--- src/design/scmp_pkg.sv ---
package scmp_pkg;
  // ==========================================================
  // register byte offsets on the apb
  localparam logic [7:0] OFS_SYSTEM_CONTROL = 8'h00;
  localparam logic [7:0] OFS_AREA_WIDTH     = 8'h04;
  localparam logic [7:0] OFS_BUS_RELEASE    = 8'h08;
  localparam logic [7:0] OFS_PORT1_DIR      = 8'h0c;
  localparam logic [7:0] OFS_PORT2_DIR      = 8'h10;
  localparam logic [7:0] OFS_PORT5_DIR      = 8'h14;
  localparam logic [7:0] OFS_STATUS         = 8'h18;
  // ==========================================================
  // system control fields and reset values
  localparam int unsigned BIT_STANDBY_SEL   = 7;
  localparam int unsigned BIT_WAIT_HI       = 6;
  localparam int unsigned BIT_WAIT_LO       = 4;
  localparam int unsigned BIT_USER_FLAG_EN  = 3;
  localparam int unsigned BIT_NMI_EDGE      = 2;
  localparam int unsigned BIT_FIXED_ONE     = 1;
  localparam int unsigned BIT_RAM_EN        = 0;
  localparam logic [7:0] RST_SYSTEM_CONTROL = 8'h0b;
  localparam logic [7:0] RST_BUS_RELEASE    = 8'hff;
  localparam logic [7:0] RST_PORT_DIR       = 8'h00;
  localparam logic [7:0] AWC_ALL_8BIT       = 8'hff;
  localparam logic [7:0] AWC_ALL_16BIT      = 8'h00;
  // ==========================================================
  // settling waits in clock states, per wait select code
  localparam int unsigned WAIT_CODE0 = 8192;
  localparam int unsigned WAIT_CODE1 = 16384;
  localparam int unsigned WAIT_CODE2 = 32768;
  localparam int unsigned WAIT_CODE3 = 65536;
  localparam int unsigned WAIT_CODE4 = 131072;
  localparam int unsigned WAIT_CODE5 = 1024;
  localparam int unsigned WAIT_CNT_W = 17;
  // edges after reset release before the mode pins are latched
  localparam logic [1:0] STRAP_DELAY = 2'h2;
  // ==========================================================
  // power states and modes
  typedef enum logic [1:0] {
    PWR_RUN   = 2'b00,
    PWR_SLEEP = 2'b01,
    PWR_STBY  = 2'b10,
    PWR_WAIT  = 2'b11
  } scmp_pwr_t;
  localparam logic [2:0] MODE_ILLEGAL = 3'h0;
  localparam logic [2:0] MODE_7       = 3'h7;
endpackage

--- src/design/scmp_wait_if.sv ---
`timescale 1ns/1ns
interface scmp_wait_if;
  logic       start;
  logic [2:0] code;
  logic       done;
  modport ctl (output start, output code, input done);
  modport tmr (input start, input code, output done);
endinterface

--- src/design/scmp_wait_timer.sv ---
`timescale 1ns/1ns
// oscillator settling counter for the exit from software standby
module scmp_wait_timer #(
  parameter int unsigned WAIT0 = scmp_pkg::WAIT_CODE0,
  parameter int unsigned WAIT1 = scmp_pkg::WAIT_CODE1,
  parameter int unsigned WAIT2 = scmp_pkg::WAIT_CODE2,
  parameter int unsigned WAIT3 = scmp_pkg::WAIT_CODE3,
  parameter int unsigned WAIT4 = scmp_pkg::WAIT_CODE4,
  parameter int unsigned WAIT5 = scmp_pkg::WAIT_CODE5
) (
  // clock and reset
  input  wire logic   pclk,
  input  wire logic   presetn,
  // start and done
  scmp_wait_if.tmr    wt
);
  localparam int unsigned W = scmp_pkg::WAIT_CNT_W;
  logic [W-1:0] count;
  logic         busy;
  logic [W-1:0] load;

  // ==========================================================
  // code to count; 11x is illegal, the longest wait is the safe one
  always_comb begin
    unique case (wt.code)
      3'h0:    load = W'(WAIT0 - 1);
      3'h1:    load = W'(WAIT1 - 1);
      3'h2:    load = W'(WAIT2 - 1);
      3'h3:    load = W'(WAIT3 - 1);
      3'h5:    load = W'(WAIT5 - 1);
      default: load = W'(WAIT4 - 1);
    endcase
  end

  // counts exactly the selected number of states, then pulses done
  always_ff @(posedge pclk or negedge presetn) begin
    if (!presetn) begin
      count   <= '0;
      busy    <= 1'b0;
      wt.done <= 1'b0;
    end else begin
      wt.done <= 1'b0;
      if (wt.start) begin
        count <= load;
        busy  <= 1'b1;
      end else if (busy) begin
        if (count == '0) begin
          busy    <= 1'b0;
          wt.done <= 1'b1;
        end else begin
          count <= count - W'(1);
        end
      end
    end
  end
endmodule // scmp_wait_timer

--- src/design/scmp_top.sv ---
// Local design decisions: the APB slave port and the register addresses.
`timescale 1ns/1ns
// Function
// - standby select picks sleep or software standby
// - wait select code sets settling states
// - wait applied only on interrupt exit
// - user flag enable chooses mask or user
// - nmi edge select picks falling or rising
// - bit 1 always reads one
// - ram enable set by reset, kept standby
// - ram enable bit gates on-chip ram
// - modes 1,2: ports 1,2,5 address A19-A0
// - modes 3,4: add port A, A23-A0
// - modes 1,3,5,6 start 8-bit bus
// - modes 2,4 start 16-bit bus
// - A20 always; A23-A21 need release bits zero
// - modes 5,6 address only where direction set
// - port 4 data in 16-bit; port 3 high data
// - mode 7 all ports general I/O
// - control resets to 0x0b, kept in software standby
// - standby select stays set after wake
// - mode pins pick 1-7, 000 illegal
module scmp_top #(
  parameter int unsigned WAIT0 = scmp_pkg::WAIT_CODE0,
  parameter int unsigned WAIT1 = scmp_pkg::WAIT_CODE1,
  parameter int unsigned WAIT2 = scmp_pkg::WAIT_CODE2,
  parameter int unsigned WAIT3 = scmp_pkg::WAIT_CODE3,
  parameter int unsigned WAIT4 = scmp_pkg::WAIT_CODE4,
  parameter int unsigned WAIT5 = scmp_pkg::WAIT_CODE5
) (
  // clock and reset
  input  wire logic        pclk,
  input  wire logic        presetn,
  // apb slave
  input  wire logic        psel,
  input  wire logic        penable,
  input  wire logic        pwrite,
  input  wire logic [7:0]  paddr,
  input  wire logic [31:0] pwdata,
  output logic      [31:0] prdata,
  output logic             pready,
  output logic             pslverr,
  // pins
  input  wire logic [2:0]  mode_select_pins,
  input  wire logic        nmi_pin,
  input  wire logic        wake_irq_pin,
  input  wire logic        hw_standby_n_pin,
  // cpu side
  input  wire logic        halt_req,
  output logic             sleep_enter,
  output logic             soft_standby_enter,
  output logic             cpu_resume,
  output logic             secondary_mask_flag,
  output logic             nmi_request,
  output logic             onchip_ram_enable,
  // pin function selects
  output logic             bus_16bit,
  output logic             addr_space_16m,
  output logic [7:0]       port1_addr_en,
  output logic [7:0]       port2_addr_en,
  output logic [3:0]       port5_addr_en,
  output logic [7:4]       porta_addr_en,
  output logic             port3_data_en,
  output logic             port4_data_en
);
  // ==========================================================
  // registers and state
  logic [7:0]          system_control;
  logic [7:0]          area_width_control;
  logic [7:0]          bus_release_control;
  logic [7:0]          port1_direction;
  logic [7:0]          port2_direction;
  logic [7:0]          port5_direction;
  logic [2:0]          mode;
  logic                strap_done;
  logic [1:0]          strap_cnt;
  scmp_pkg::scmp_pwr_t pwr;
  logic [5:0]          sync1;
  logic [5:0]          sync2;
  logic                nmi_prev;
  logic                nmi_edge;
  logic                wr_en;
  logic                setup;
  logic                strap_now;
  logic                hw_stby;
  logic                wake;
  logic                expanded;
  logic                big_space;
  logic                rom_modes;
  logic                next_bus16;
  logic [7:0]          rd_mux;
  logic                rd_hit;
  scmp_wait_if         wt ();

  // ==========================================================
  // pin synchronisers; the first stage feeds only the second
  always_ff @(posedge pclk or negedge presetn) begin
    if (!presetn) begin
      sync1 <= 6'h30;
      sync2 <= 6'h30;
    end else begin
      sync1 <= {hw_standby_n_pin, nmi_pin, wake_irq_pin,
                mode_select_pins};
      sync2 <= sync1;
    end
  end

  assign hw_stby = !sync2[5];
  assign wake    = sync2[3];

  // ==========================================================
  // mode strap, caught once after reset release, never again
  assign strap_now = !strap_done && (strap_cnt == scmp_pkg::STRAP_DELAY);

  always_ff @(posedge pclk or negedge presetn) begin
    if (!presetn) begin
      strap_cnt  <= 2'h0;
      strap_done <= 1'b0;
      mode       <= scmp_pkg::MODE_7;
    end else if (!strap_done) begin
      strap_cnt <= strap_cnt + 2'h1;
      if (strap_now) begin
        mode       <= sync2[2:0];
        strap_done <= 1'b1;
      end
    end
  end

  // ==========================================================
  // apb handshake: one wait-free access phase, answer registered
  assign setup = psel && !penable;
  assign wr_en = psel && penable && pready && pwrite;

  always_comb begin
    rd_hit = 1'b1;
    unique case (paddr)
      scmp_pkg::OFS_SYSTEM_CONTROL: rd_mux = system_control;
      scmp_pkg::OFS_AREA_WIDTH:     rd_mux = area_width_control;
      scmp_pkg::OFS_BUS_RELEASE:    rd_mux = bus_release_control;
      scmp_pkg::OFS_PORT1_DIR:      rd_mux = port1_direction;
      scmp_pkg::OFS_PORT2_DIR:      rd_mux = port2_direction;
      scmp_pkg::OFS_PORT5_DIR:      rd_mux = port5_direction;
      scmp_pkg::OFS_STATUS:
        rd_mux = {1'b0, pwr, mode == scmp_pkg::MODE_ILLEGAL,
                  bus_16bit, mode};
      default: begin
        rd_mux = 8'h00;
        rd_hit = 1'b0;
      end
    endcase
  end

  // answer is built in the setup cycle, valid in the access phase
  always_ff @(posedge pclk or negedge presetn) begin
    if (!presetn) begin
      pready  <= 1'b0;
      pslverr <= 1'b0;
      prdata  <= 32'h0;
    end else begin
      pready  <= setup;
      pslverr <= setup && !rd_hit;
      prdata  <= setup ? {24'h0, rd_mux} : 32'h0;
    end
  end

  // ==========================================================
  // system control register; hardware standby reinitialises all but the ram enable
  always_ff @(posedge pclk or negedge presetn) begin
    if (!presetn) begin
      system_control <= scmp_pkg::RST_SYSTEM_CONTROL;
    end else if (hw_stby) begin
      // ram enable only follows the reset pin
      system_control[7:1] <= scmp_pkg::RST_SYSTEM_CONTROL[7:1];
    end else if (wr_en && paddr == scmp_pkg::OFS_SYSTEM_CONTROL) begin
      // bit 1 is not stored; it stays one
      system_control[7:2] <= pwdata[7:2];
      system_control[0]   <= pwdata[0];
      system_control[1]   <= 1'b1;
    end
  end

  // ==========================================================
  // bus controller and port direction registers
  always_ff @(posedge pclk or negedge presetn) begin
    if (!presetn) begin
      area_width_control <= scmp_pkg::AWC_ALL_16BIT;
    end else if (strap_now) begin
      // initial bus width follows the latched mode
      if (sync2[2:0] == 3'h2 || sync2[2:0] == 3'h4)
        area_width_control <= scmp_pkg::AWC_ALL_16BIT;
      else
        area_width_control <= scmp_pkg::AWC_ALL_8BIT;
    end else if (wr_en && paddr == scmp_pkg::OFS_AREA_WIDTH) begin
      area_width_control <= pwdata[7:0];
    end
  end

  always_ff @(posedge pclk or negedge presetn) begin
    if (!presetn) begin
      bus_release_control <= scmp_pkg::RST_BUS_RELEASE;
      port1_direction     <= scmp_pkg::RST_PORT_DIR;
      port2_direction     <= scmp_pkg::RST_PORT_DIR;
      port5_direction     <= scmp_pkg::RST_PORT_DIR;
    end else if (wr_en) begin
      if (paddr == scmp_pkg::OFS_BUS_RELEASE)
        bus_release_control <= pwdata[7:0];
      if (paddr == scmp_pkg::OFS_PORT1_DIR)
        port1_direction <= pwdata[7:0];
      if (paddr == scmp_pkg::OFS_PORT2_DIR)
        port2_direction <= pwdata[7:0];
      if (paddr == scmp_pkg::OFS_PORT5_DIR)
        port5_direction <= {4'h0, pwdata[3:0]};
    end
  end

  // ==========================================================
  // power state machine for the halt instruction
  assign wt.code = system_control[scmp_pkg::BIT_WAIT_HI:
                                  scmp_pkg::BIT_WAIT_LO];

  always_ff @(posedge pclk or negedge presetn) begin
    if (!presetn) begin
      pwr                <= scmp_pkg::PWR_RUN;
      sleep_enter        <= 1'b0;
      soft_standby_enter <= 1'b0;
      cpu_resume         <= 1'b0;
      wt.start           <= 1'b0;
    end else begin
      sleep_enter        <= 1'b0;
      soft_standby_enter <= 1'b0;
      cpu_resume         <= 1'b0;
      wt.start           <= 1'b0;
      unique case (pwr)
        scmp_pkg::PWR_RUN: begin
          if (halt_req && !hw_stby) begin
            if (system_control[scmp_pkg::BIT_STANDBY_SEL]) begin
              pwr                <= scmp_pkg::PWR_STBY;
              soft_standby_enter <= 1'b1;
            end else begin
              pwr         <= scmp_pkg::PWR_SLEEP;
              sleep_enter <= 1'b1;
            end
          end
        end
        scmp_pkg::PWR_SLEEP: begin
          // sleep keeps the clock, so no settling wait
          if (wake || nmi_edge || hw_stby) begin
            pwr        <= scmp_pkg::PWR_RUN;
            cpu_resume <= 1'b1;
          end
        end
        scmp_pkg::PWR_STBY: begin
          // control bits are left alone, standby select stays one
          if (hw_stby) begin
            pwr <= scmp_pkg::PWR_RUN;
          end else if (wake || nmi_edge) begin
            pwr      <= scmp_pkg::PWR_WAIT;
            wt.start <= 1'b1;
          end
        end
        scmp_pkg::PWR_WAIT: begin
          if (wt.done) begin
            pwr        <= scmp_pkg::PWR_RUN;
            cpu_resume <= 1'b1;
          end else if (hw_stby) begin
            pwr <= scmp_pkg::PWR_RUN;
          end
        end
      endcase
    end
  end

  scmp_wait_timer #(
    .WAIT0 (WAIT0),
    .WAIT1 (WAIT1),
    .WAIT2 (WAIT2),
    .WAIT3 (WAIT3),
    .WAIT4 (WAIT4),
    .WAIT5 (WAIT5)
  ) u_wait (
    .pclk    (pclk),
    .presetn (presetn),
    .wt      (wt)
  );

  // ==========================================================
  // nmi edge detect on the synchronised pin
  assign nmi_edge = system_control[scmp_pkg::BIT_NMI_EDGE]
                    ? (sync2[4] && !nmi_prev)
                    : (!sync2[4] && nmi_prev);

  always_ff @(posedge pclk or negedge presetn) begin
    if (!presetn) begin
      nmi_prev            <= 1'b1;
      nmi_request         <= 1'b0;
      secondary_mask_flag <= 1'b0;
      onchip_ram_enable   <= 1'b1;
    end else begin
      nmi_prev            <= sync2[4];
      nmi_request         <= nmi_edge;
      secondary_mask_flag <= !system_control[scmp_pkg::BIT_USER_FLAG_EN];
      onchip_ram_enable   <= system_control[scmp_pkg::BIT_RAM_EN];
    end
  end

  // ==========================================================
  // mode decode to pin functions
  assign expanded  = (mode != scmp_pkg::MODE_7) &&
                     (mode != scmp_pkg::MODE_ILLEGAL);
  assign big_space = (mode == 3'h3) || (mode == 3'h4) ||
                     (mode == 3'h6);
  assign rom_modes = (mode == 3'h5) || (mode == 3'h6);
  // one area at 16 bits is enough for a 16-bit bus
  assign next_bus16 = expanded && strap_done &&
                      !(&area_width_control);

  always_ff @(posedge pclk or negedge presetn) begin
    if (!presetn) begin
      bus_16bit      <= 1'b0;
      addr_space_16m <= 1'b0;
      port1_addr_en  <= 8'h00;
      port2_addr_en  <= 8'h00;
      port5_addr_en  <= 4'h0;
      porta_addr_en  <= 4'h0;
      port3_data_en  <= 1'b0;
      port4_data_en  <= 1'b0;
    end else if (!expanded || !strap_done) begin
      // single chip, or mode not yet known: all general I/O
      bus_16bit      <= 1'b0;
      addr_space_16m <= 1'b0;
      port1_addr_en  <= 8'h00;
      port2_addr_en  <= 8'h00;
      port5_addr_en  <= 4'h0;
      porta_addr_en  <= 4'h0;
      port3_data_en  <= 1'b0;
      port4_data_en  <= 1'b0;
    end else begin
      bus_16bit      <= next_bus16;
      addr_space_16m <= big_space;
      port3_data_en  <= 1'b1;
      port4_data_en  <= next_bus16;
      if (rom_modes) begin
        port1_addr_en <= port1_direction;
        port2_addr_en <= port2_direction;
        port5_addr_en <= port5_direction[3:0];
      end else begin
        port1_addr_en <= 8'hff;
        port2_addr_en <= 8'hff;
        port5_addr_en <= 4'hf;
      end
      if (big_space)
        porta_addr_en <= {~bus_release_control[7:5], 1'b1};
      else
        porta_addr_en <= 4'h0;
    end
  end
endmodule // scmp_top

--- config.mk ---
export PLATFORM = sky130hd
export DESIGN_NAME = scmp_top
export DESIGN_NICKNAME = d
export VERILOG_FILES = /design/src/design/scmp_pkg.sv /design/src/design/scmp_wait_if.sv /design/src/design/scmp_wait_timer.sv /design/src/design/scmp_top.sv
export SDC_FILE = /design/constraint.sdc
export NUM_CORES = 1
export LEC_CHECK = 0
export ABC_AREA = 1
export BUFFER_PORTS_ARGS = -buffer_cell sky130_fd_sc_hd__buf_4
export CAP_MARGIN = 20
export CORE_UTILIZATION = 43
export DETAILED_ROUTE_END_ITERATION = 16
export PLACE_DENSITY = 0.61
export SKIP_CTS_REPAIR_TIMING = 1
export SYNTH_ARGS = -nofsm -noshare
export SYNTH_HDL_FRONTEND = slang
export SYNTH_SLANG_ARGS = --single-unit
--- constraint.sdc ---
create_clock -name pclk -period 2.4 [get_ports pclk]
set_input_delay 0.48 -clock pclk [delete_from_list [all_inputs] [get_ports pclk]]
set_output_delay 0.48 -clock pclk [all_outputs]
set_load 0.01 [all_outputs]
==> results of run 1 <==
-- worst register-to-register path: cells and delay by family, from the launching register on --
family                     cells  cell delay (ps)
and+or+nand+nor                4              710
DFF                            1              400
buffers and inverters          2              220
adders and majority gates      1              220
AOI/OAI and AO/OA              2              190
-- Yosys cell counts (all sizes together) --
cell type	number	share of area [%]
nor3	22	1.9
nand2	184	12
o31ai	2	0.25
o22ai	5	0.53
nand3	44	4.5
ha	2	0.42
clkinv	1	0.063
dfrtp	107	45
nor4	2	0.21
dfstp	20	8.8
a311oi	1	0.15
xor2	4	0.59
clkbuf	3	0.19
a211oi	1	0.13
conb	1	0.063
or2	3	0.32
nor2	92	6.9
inv	71	4.6
xnor2	2	0.29
nand4	2	0.21
a31oi	2	0.21
a21oi	18	1.5
o21ai	67	6.1
buf	36	4.8
-- cell families (layout without fill, tap and decap cells) --
group | Yosys count | after routing | share of synthesized area, %
adders and majority gates | 2 | 2 | 0.421
xor gates and xnor gates | 6 | 6 | 0.883
buffers and inverters | 111 | 182 | 9.61
and+or+nand+nor | 349 | 349 | 26.3
DFF | 127 | 127 | 53.8
AOI/OAI and AO/OA | 96 | 96 | 8.92
other | 1 | 24 | 0.0630
-- sequential cells by signal, summed over array words and instances (netlist names), 2 cells and up --
name                 cells
area_width_control       8
port2_direction          8
prdata                   8
port1_direction          8
porta_addr_en            4
u_wait.count            17
sync1                    6
sync2                    6
system_control           8
strap_cnt                2
port2_addr_en            8
port1_addr_en            8
bus_release_control      8
port5_addr_en            4
pwr                      2
port5_direction          4
mode                     3
-- routing by layer --
metal	vias to the layer above	global-route usage, %	share of wire, %
met4	0	8.36	1.9
met2	136	33.3	47
met1	2217	28.5	47
met5	-	0	0
met3	17	5.28	4.6
li1	2312	-	-
-- layout make-up --
type	count	area, µm²	share of cell area, %
inverter	72	275	3.84
timing repair buffer	79	618	8.62
sequential	127	3200	44.7
multi-input combinational	477	2260	31.5
clock inverter	4	47.5	0.663
tap	176	220	3.07
clock buffer	27	543	7.58
-- where the power goes --
group          internal (µW)  switching (µW)  total, µW
sequential              2240            49.8       2290
clock                   1630             883       2520
combinational            171             261        432
total                   4050            1190       5240
-- through the flow --
step / area [µm²] / std cells / utilization (%) / worst slack [ps] / hold WS [ps]
2_1_floorplan: 6030 / 715 / - / 785 / 184
3_3_place_gp: 6580 / 931 / 49.3 / 554 / 334
3_5_place_dp: 6580 / 931 / 49.3 / 555 / 339
4_1_cts: 7170 / 962 / 53.7 / 561 / 133
5_1_grt: 7170 / 962 / 53.7 / 436 / 145
6_report: 7170 / 962 / 53.7 / 560 / 98.5
-- path summary, 6_finish.rpt --
check	cells past startpoint	to
min in group pclk	1	sync1[2]
worst min-delay path	1	port2_addr_en[2]
worst min register to register	0	sync2[2]
worst max-delay path	9	u_wait.count[4]
worst max register to register	9	u_wait.count[4]
max in group asynchronous	2	system_control[3]
==> summary.md, run 1 <==
| Metric | Value |
|---|---|
| Iter 0 DRT Violations | `314` |
| Height of the die | `120 µm` |
| CTS tree | `done` |
| Placed wire-length estimate | `9750 µm` |
| Worst slew margin | `41.3%` |
| Synth-to-layout area growth | `20.5%` |
| Clk_lat worst skew | `roughly 420 ps` |
| Family with the most delay on the worst path | `simple AND/OR/NAND/NOR gates` |
| Width of the die | `between 100 and 150 µm` |
| Final nets | `~830` |
| Yosys warnings | `0` |
| F_max | `around 540 MHz` |
| Power Total | `5240 µW` |
| Pre-antenna DRT Iters | `5` |
| Crit path kind | `flop to flop` |
| Die Footprint | `14300 µm²` |
| Share of layout cells above drive strength 1 | `21.2%` |
| Worst setup EP type | `flop` |
| Global route total overflow | `0` |
| Most frequent cells in the layout | `nand2_1, dfrtp_1, nor2_1` |
| Synth Area per Inst | `8.60 µm²` |
| Reg clk slew, reported paths | `around 50 ps` |
| Final worst-path cycle share | `76.7%` |
| Seq/Total Area, Yosys | `between 50 and 60%` |
| Initial antenna violation count | `0` |
| Total CTS buffers | `17` |
| Sequence of cells on the critical path | `inv_1, ha_1, nand3_2, nor2_4, nand3_4, nand2_8, inv_6, o21ai_0, o21ai_2` |
| Max-cap viol count | `0` |
| CP arrival | `2140 ps` |
| IO Pins | `120` |
| Starting Density | `44.6%` |
| Clk root buf | `clkbuf_16` |
| Yosys cell types | `39` |
| Num rows | `42` |
| Wirelength, routed | `13800 µm` |
| Reg-to-Reg Start | `u_wait.count[0]` |
| Vias in the first global route | `approximately 4600` |
| Vias | `4682` |
| Critical path launch point | `u_wait.count[0]` |
| PortBufs | `between 70 and 80` |
| Synth Register Bits | `127` |
| Critical-path top delay cell | `dfrtp_1` |
| GPL Wtd Cong | `0.900` |
| Max stage delay on crit path | `around 400 ps` |
| RSZ-0062 raised after global routing | `false` |
| Clock skew | `8.98 ps` |
| Worst Path Buf+Inv | `2` |
| Minimum clock period | `1840 ps` |
| WL per Instance | `approximately 14 µm` |
| CP required | `2700 ps` |
| Setup Viol. Count Final | `0` |
| Core Area | `about 13000 µm²` |
| Hold Crit Class | `input port to async pin` |
| Fillers | `roughly 1200` |
| Final TNS setup | `0 ps` |
| H-tree Lvls | `4` |
| First-pass GRT wire length | `23300 µm` |
| VDD IR max | `around 460 µV` |
| Ant. Diodes | `0` |
| Cell Pwr Density | `731 nW/µm²` |
| Drt drc | `0` |
| Largest net degree at the start of global routing | `between 50 and 60` |
| Startpoint types | `flop` |
| Post-Syn Area | `approximately 6000 µm²` |
| Leakage power | `0.00358 µW` |
| Clk buf depth | `2` |
| Max Slew Vio Count | `0` |
| Slew @ Worst Pin | `871 ps` |
| Vias per Instance | `slightly below 5` |
| Clk sinks | `127` |
| Global Route Usage Sum | `between 20% and 30%` |
| Most common cell after layout, fill and taps aside | `nand2_1` |
| Worst reg2reg setup slack | `560 ps` |
| Count of final hold-check violations | `0` |
| Status | `complete, no violations` |
| Antenna Violating Nets Remaining | `0` |
| Crit-path max FO | `19` |
| Mapped Cells | `692` |
Note: power is estimated with default switching activity, not from simulation.
==> run 2: changes to the inputs <==
==> constraint.sdc (replaced) <==
create_clock -name pclk -period 1.8 [get_ports pclk]
set_input_delay 0.36 -clock pclk [delete_from_list [all_inputs] [get_ports pclk]]
set_output_delay 0.36 -clock pclk [all_outputs]
set_load 0.01 [all_outputs]
==> run 2 against run 1 <==
  * Cell area up 2.9%
  * Wire length down 2.6%
  * Register-to-register slack worse by 420 ps
  * Flip-flop and latch count unchanged
  * Critical endpoint unchanged
==> summary.md, run 2 (synthesis gave the netlist of run 1 again) <==
| Metric | Value |
|---|---|
| Pre-antenna DRT Iters | `5` |
| Core Area | `about 13000 µm²` |
| Clk sinks | `127` |
| Cell Pwr Density | `1010 nW/µm²` |
| Clk root buf | `clkbuf_16` |
| Worst slew margin | `63.1%` |
| CP required | `2090 ps` |
| Max-cap viol count | `0` |
| Iter 0 DRT Violations | `370` |
| Crit path kind | `flop to flop` |
| Max reg flops | `17` |
| Family with the most delay on the worst path | `simple AND/OR/NAND/NOR gates` |
| Setup Viol. Count Final | `0` |
| VDD IR max | `652 µV` |
| Count of final hold-check violations | `0` |
| Num rows | `42` |
| Worst Path Buf+Inv | `2` |
| Status | `complete, no violations` |
| Antenna Violating Nets Remaining | `0` |
| Critical-path top delay cell | `dfrtp_1` |
| Vias | `roughly 4700` |
| Total CTS buffers | `17` |
| Final worst-path cycle share | `approximately 92%` |
| Minimum clock period | `1660 ps` |
| Reg clk slew, reported paths | `60 ps` |
| Drt drc | `0` |
| CTS tree | `done` |
| Most common cell after layout, fill and taps aside | `nand2_1` |
| Synth-to-layout area growth | `23.9%` |
| Startpoint types | `flop` |
| Max Slew Vio Count | `0` |
| GPL Wtd Cong | `a little under 0.9` |
| Share of layout cells above drive strength 1 | `a little under a quarter` |
| Placed wire-length estimate | `9850 µm` |
| Max stage delay on crit path | `400 ps` |
| Hold Crit Class | `input port to flop` |
| Slew @ Worst Pin | `550 ps` |
| Most frequent cells in the layout | `nand2_1, dfrtp_1, buf_4` |
| Worst hold slack | `just under 50 ps` |
| WL per Instance | `between 10 and 15 µm` |
| PortBufs | `71` |
| Final nets | `841` |
| Vias per Instance | `just under 5` |
| Height of the die | `approximately 120 µm` |
| H-tree Lvls | `4` |
| Clk_lat worst skew | `410 ps` |
| Initial antenna violation count | `0` |
| RSZ-0062 raised after global routing | `false` |
| Crit-path max FO | `19` |
| Leakage power | `0.00367 µW` |
| Global Route Usage Sum | `20.5%` |
| Clk buf depth | `2` |
| Clock skew | `7.38 ps` |
| Starting Density | `44.6%` |
| Final TNS setup | `0 ps` |
| Vias in the first global route | `between 4000 and 5000` |
| Die Footprint | `~14000 µm²` |
| Sequence of cells on the critical path | `inv_2, ha_2, nand3_2, nor2_4, nand3_4, nand2_8, inv_6, o21ai_0, o21ai_2` |
| Worst setup EP type | `flop` |
| Largest net degree at the start of global routing | `37` |
| IO Pins | `120` |
| First-pass GRT wire length | `22500 µm` |
| Width of the die | `120 µm` |
| Wirelength, routed | `about 13000 µm` |
| Largest Register | `u_wait.count` |
| Ant. Diodes | `0` |
| F_max | `603 MHz` |
| Global route total overflow | `0` |
| CP arrival | `1950 ps` |
run 2: cell types whose count changed in the layout (fill, tap and decap cells not counted), moves of 2 or more:
| cell | change |
|---|---|
| clkbuf_8 | -8 |
| bufinv_16 | +5 |
| clkbuf_1 | -2 |
| buf_4 | +10 |
| clkinv_4 | +2 |
| clkinvlp_4 | +3 |
| buf_12 | +2 |
run 2: where the power goes:
| group | total [µW] | switching [µW] | internal (µW) |
|---|---|---|---|
| logic | 592 | 352 | 240 |
| clock network | 3830 | 1250 | 2590 |
| registers | 3050 | 65.5 | 2990 |
run 2: final timing paths:
check                                               to  cells past startpoint  slack (ps)           startpoint
worst max register to register         u_wait.count[4]                      9         140      u_wait.count[0]
worst min-delay path                          sync1[2]                      1          50  mode_select_pins[2]
worst min register to register                sync2[2]                      0         350             sync1[2]
worst max-delay path                   u_wait.count[4]                      9         140      u_wait.count[0]
min in group asynchronous             port5_addr_en[2]                      2         470              presetn
max in group asynchronous       bus_release_control[6]                      3         670              presetn
run 2: layer usage:
metal	share of wire [%]	vias up	global-route usage (%)	wire [µm]
met3	4.5	16	4.61	608
li1	-	2349	-	-
met2	48	130	32.1	6470
met1	46	2241	27.6	6170
met4	1.5	0	7.81	204
met5	0	-	0	0
run 2: area by class of cell:
cell class | count | area [µm²]
flip-flops and latches | 127 | 3200
fillers | 1217 | 5980
well taps | 176 | 220
inverters | 72 | 275
clock inverters | 15 | 243
repair buffers | 92 | 743
clock buffers | 17 | 425
multi-input cells | 477 | 2260
run 2: per-stage QoR:
step	utilization, %	cell area (µm²)	instances	total power [µW]	setup WS [ps]
2_1_floorplan	-	6030	715	3400	185
3_3_place_gp	50.1	6690	943	3680	141
3_5_place_dp	50.1	6690	943	3690	79.8
4_1_cts	55.1	7360	975	7550	70.5
5_1_grt	55.2	7370	976	7780	16.7
6_report	55.2	7370	976	7480	141
==> run 3: changes to the inputs <==
--- a/config.mk
+++ b/config.mk
@@ -9,9 +9,12 @@
 export BUFFER_PORTS_ARGS = -buffer_cell sky130_fd_sc_hd__buf_4
 export CAP_MARGIN = 20
 export CORE_UTILIZATION = 43
+export CTS_BUF_LIST = sky130_fd_sc_hd__clkbuf_4 sky130_fd_sc_hd__clkbuf_8
 export DETAILED_ROUTE_END_ITERATION = 16
 export PLACE_DENSITY = 0.61
+export SETUP_SLACK_MARGIN = 0.15
 export SKIP_CTS_REPAIR_TIMING = 1
+export SKIP_LAST_GASP = 1
 export SYNTH_ARGS = -nofsm -noshare
 export SYNTH_HDL_FRONTEND = slang
 export SYNTH_SLANG_ARGS = --single-unit
==> run 3 against run 2 <==
  * Fmax grew 7.6%
  * Total power shrank 12%
  * Critical path depth did not move
  * Setup slack better by 120 ps
  * Final cell count rose by 0.72%
  * Flip-flop and latch count is the same
  * Critical endpoint unchanged
  * Largest power group is now sequential cells
==> summary.md, run 3 (synthesis gave the netlist of run 1 again) <==
| Metric | Value |
|---|---|
| Status | `complete, no violations` |
| CP arrival | `1860 ps` |
| WL per Instance | `roughly 14 µm` |
| Clk buf depth | `2` |
| Max-cap viol count | `0` |
| Crit path kind | `flop to flop` |
| R2r worst-path depth | `9` |
| Setup Viol. Count Final | `0` |
| Die Footprint | `14300 µm²` |
| Initial antenna violation count | `0` |
| Clk_lat worst skew | `440 ps` |
| Hold Crit Class | `input port to flop` |
| Most frequent cells in the layout | `nand2_1, dfrtp_1, buf_4` |
| Synth-to-layout area growth | `22.2%` |
| Cell Pwr Density | `902 nW/µm²` |
| Ant. Diodes | `0` |
| Total CTS buffers | `17` |
| Final nets | `848` |
| Cell depth of the worst hold path | `2` |
| Met1 GRT Util | `27.6%` |
| Hold Path End | `pready` |
| Hold path start | `penable` |
| Worst reg2reg path endpoint | `u_wait.count[4]` |
| Width of the die | `120 µm` |
| Clock skew | `9.35 ps` |
| RSZ-0062 raised after global routing | `false` |
| Reg-to-Reg Start | `u_wait.count[0]` |
| H-tree Lvls | `4` |
| Met3 usage | `around 4.6%` |
| Worst slack, placed | `79.8 ps` |
| PortBufs | `71` |
| Worst setup EP type | `flop` |
| Antenna Violating Nets Remaining | `0` |
| Clk root buf | `clkbuf_8` |
| Global route total overflow | `0` |
| Slew @ Worst Pin | `545 ps` |
| GPL Wtd Cong | `just under 0.9` |
| Most common cell after layout, fill and taps aside | `nand2_1` |
| Max reg flops | `17` |
| CTS tree | `done` |
| Grt peak-use layer | `met2` |
| Count of final hold-check violations | `0` |
| Grt met2 use | `roughly a third` |
| Starting Density | `44.6%` |
| Height of the die | `120 µm` |
| Reg clk slew, reported paths | `approximately 70 ps` |
| Vias in the first global route | `4498` |
| First-pass GRT wire length | `22500 µm` |
| Largest Register | `u_wait.count` |
| Startpoint types | `flop` |
| Fillers | `1244` |
| F_max | `648 MHz` |
| Wirelength, routed | `approximately 13000 µm` |
| Final worst-path cycle share | `about 86%` |
| Pre-antenna DRT Iters | `5` |
| Largest net degree at the start of global routing | `37` |
| Placed wire-length estimate | `9850 µm` |
| VDD IR max | `a little over 500 µV` |
| Worst reg2reg setup slack | `260 ps` |
| Global Route Usage Sum | `20.4%` |
| Power Total | `about 6600 µW` |
| Minimum clock period | `1540 ps` |
| Final worst setup slack | `258 ps` |
| Num rows | `42` |
| Clk sinks | `127` |
| Vias per Instance | `4.86` |
| Final TNS setup | `0 ps` |
| Iter 0 DRT Violations | `353` |
| Share of layout cells above drive strength 1 | `23.0%` |
| Core Area | `13300 µm²` |
| Drt drc | `0` |
| Worst slew margin | `~64%` |
| CP required | `2120 ps` |
| Max Slew Vio Count | `0` |
| Vias | `4775` |
| IO Pins | `120` |
| Leakage power | `0.00362 µW` |
| Worst hold slack | `120 ps` |
| Crit-path max FO | `19` |
-- run 3: changes by cell type in the layout (fill, tap and decap cells not counted), sizes merged --
cell and change:
buf +1, dlygate4sd3 +6
-- run 3: how the worst max path moves through the flow --
stage / slack [ps] / startpoint / depth (start not counted) / endpoint
2_1_floorplan: 180 / u_wait.count[0] / 10 / u_wait.count[7]
3_3_place_gp: 140 / u_wait.count[0] / 9 / u_wait.count[4]
3_5_place_dp: 80 / u_wait.count[0] / 9 / u_wait.count[5]
4_1_cts: 70 / u_wait.count[0] / 9 / u_wait.count[5]
5_1_grt: 150 / u_wait.count[0] / 9 / u_wait.count[0]
6_report: 260 / u_wait.count[0] / 9 / u_wait.count[4]
-- run 3: layout make-up --
type                            count  area (µm²)  share of cell area, %
Clock inverter                     15         243                   3.34
Clock buffer                       17         234                   3.22
Multi-Input combinational cell    477        2280                   31.4
Sequential cell                   127        3200                   44.1
Tap cell                          176         220                   3.03
Inverter                           72         275                   3.79
Timing Repair Buffer               99         811                   11.2
-- run 3: through the flow --
stage               instance area [µm²]  instances  utilization, %
floorplan                          6030        715               -
global placement                   6690        943            50.1
detailed placement                 6690        943            50.1
CTS                                7170        975            53.7
global route                       7270        983            54.5
finish                             7270        983            54.5
-- run 3: critical path: stages (launching register included) --
cell	delay [ps]
dfrtp_1	410
inv_2	110
ha_4	170
nand3_4	100
nor2_4	130
nand3_4	130
nand2_8	110
inv_6	80
o21ai_0	110
o21ai_2	80
-- run 3: power breakdown --
part           total [µW]  internal (µW)  switching (µW)  leakage, µW
logic                 602            248             353      0.00182
clock network        2910           1780            1120     0.000228
registers            3050           2980            65.4      0.00156
total                6550           5010            1540      0.00362
-- run 3: per-layer routing --
| metal | share of wire [%] | routed length (µm) |
|---|---|---|
| met5 | 0 | 0 |
| met4 | 1.9 | 255 |
| met3 | 4.8 | 638 |
| met2 | 47 | 6300 |
| met1 | 46 | 6200 |
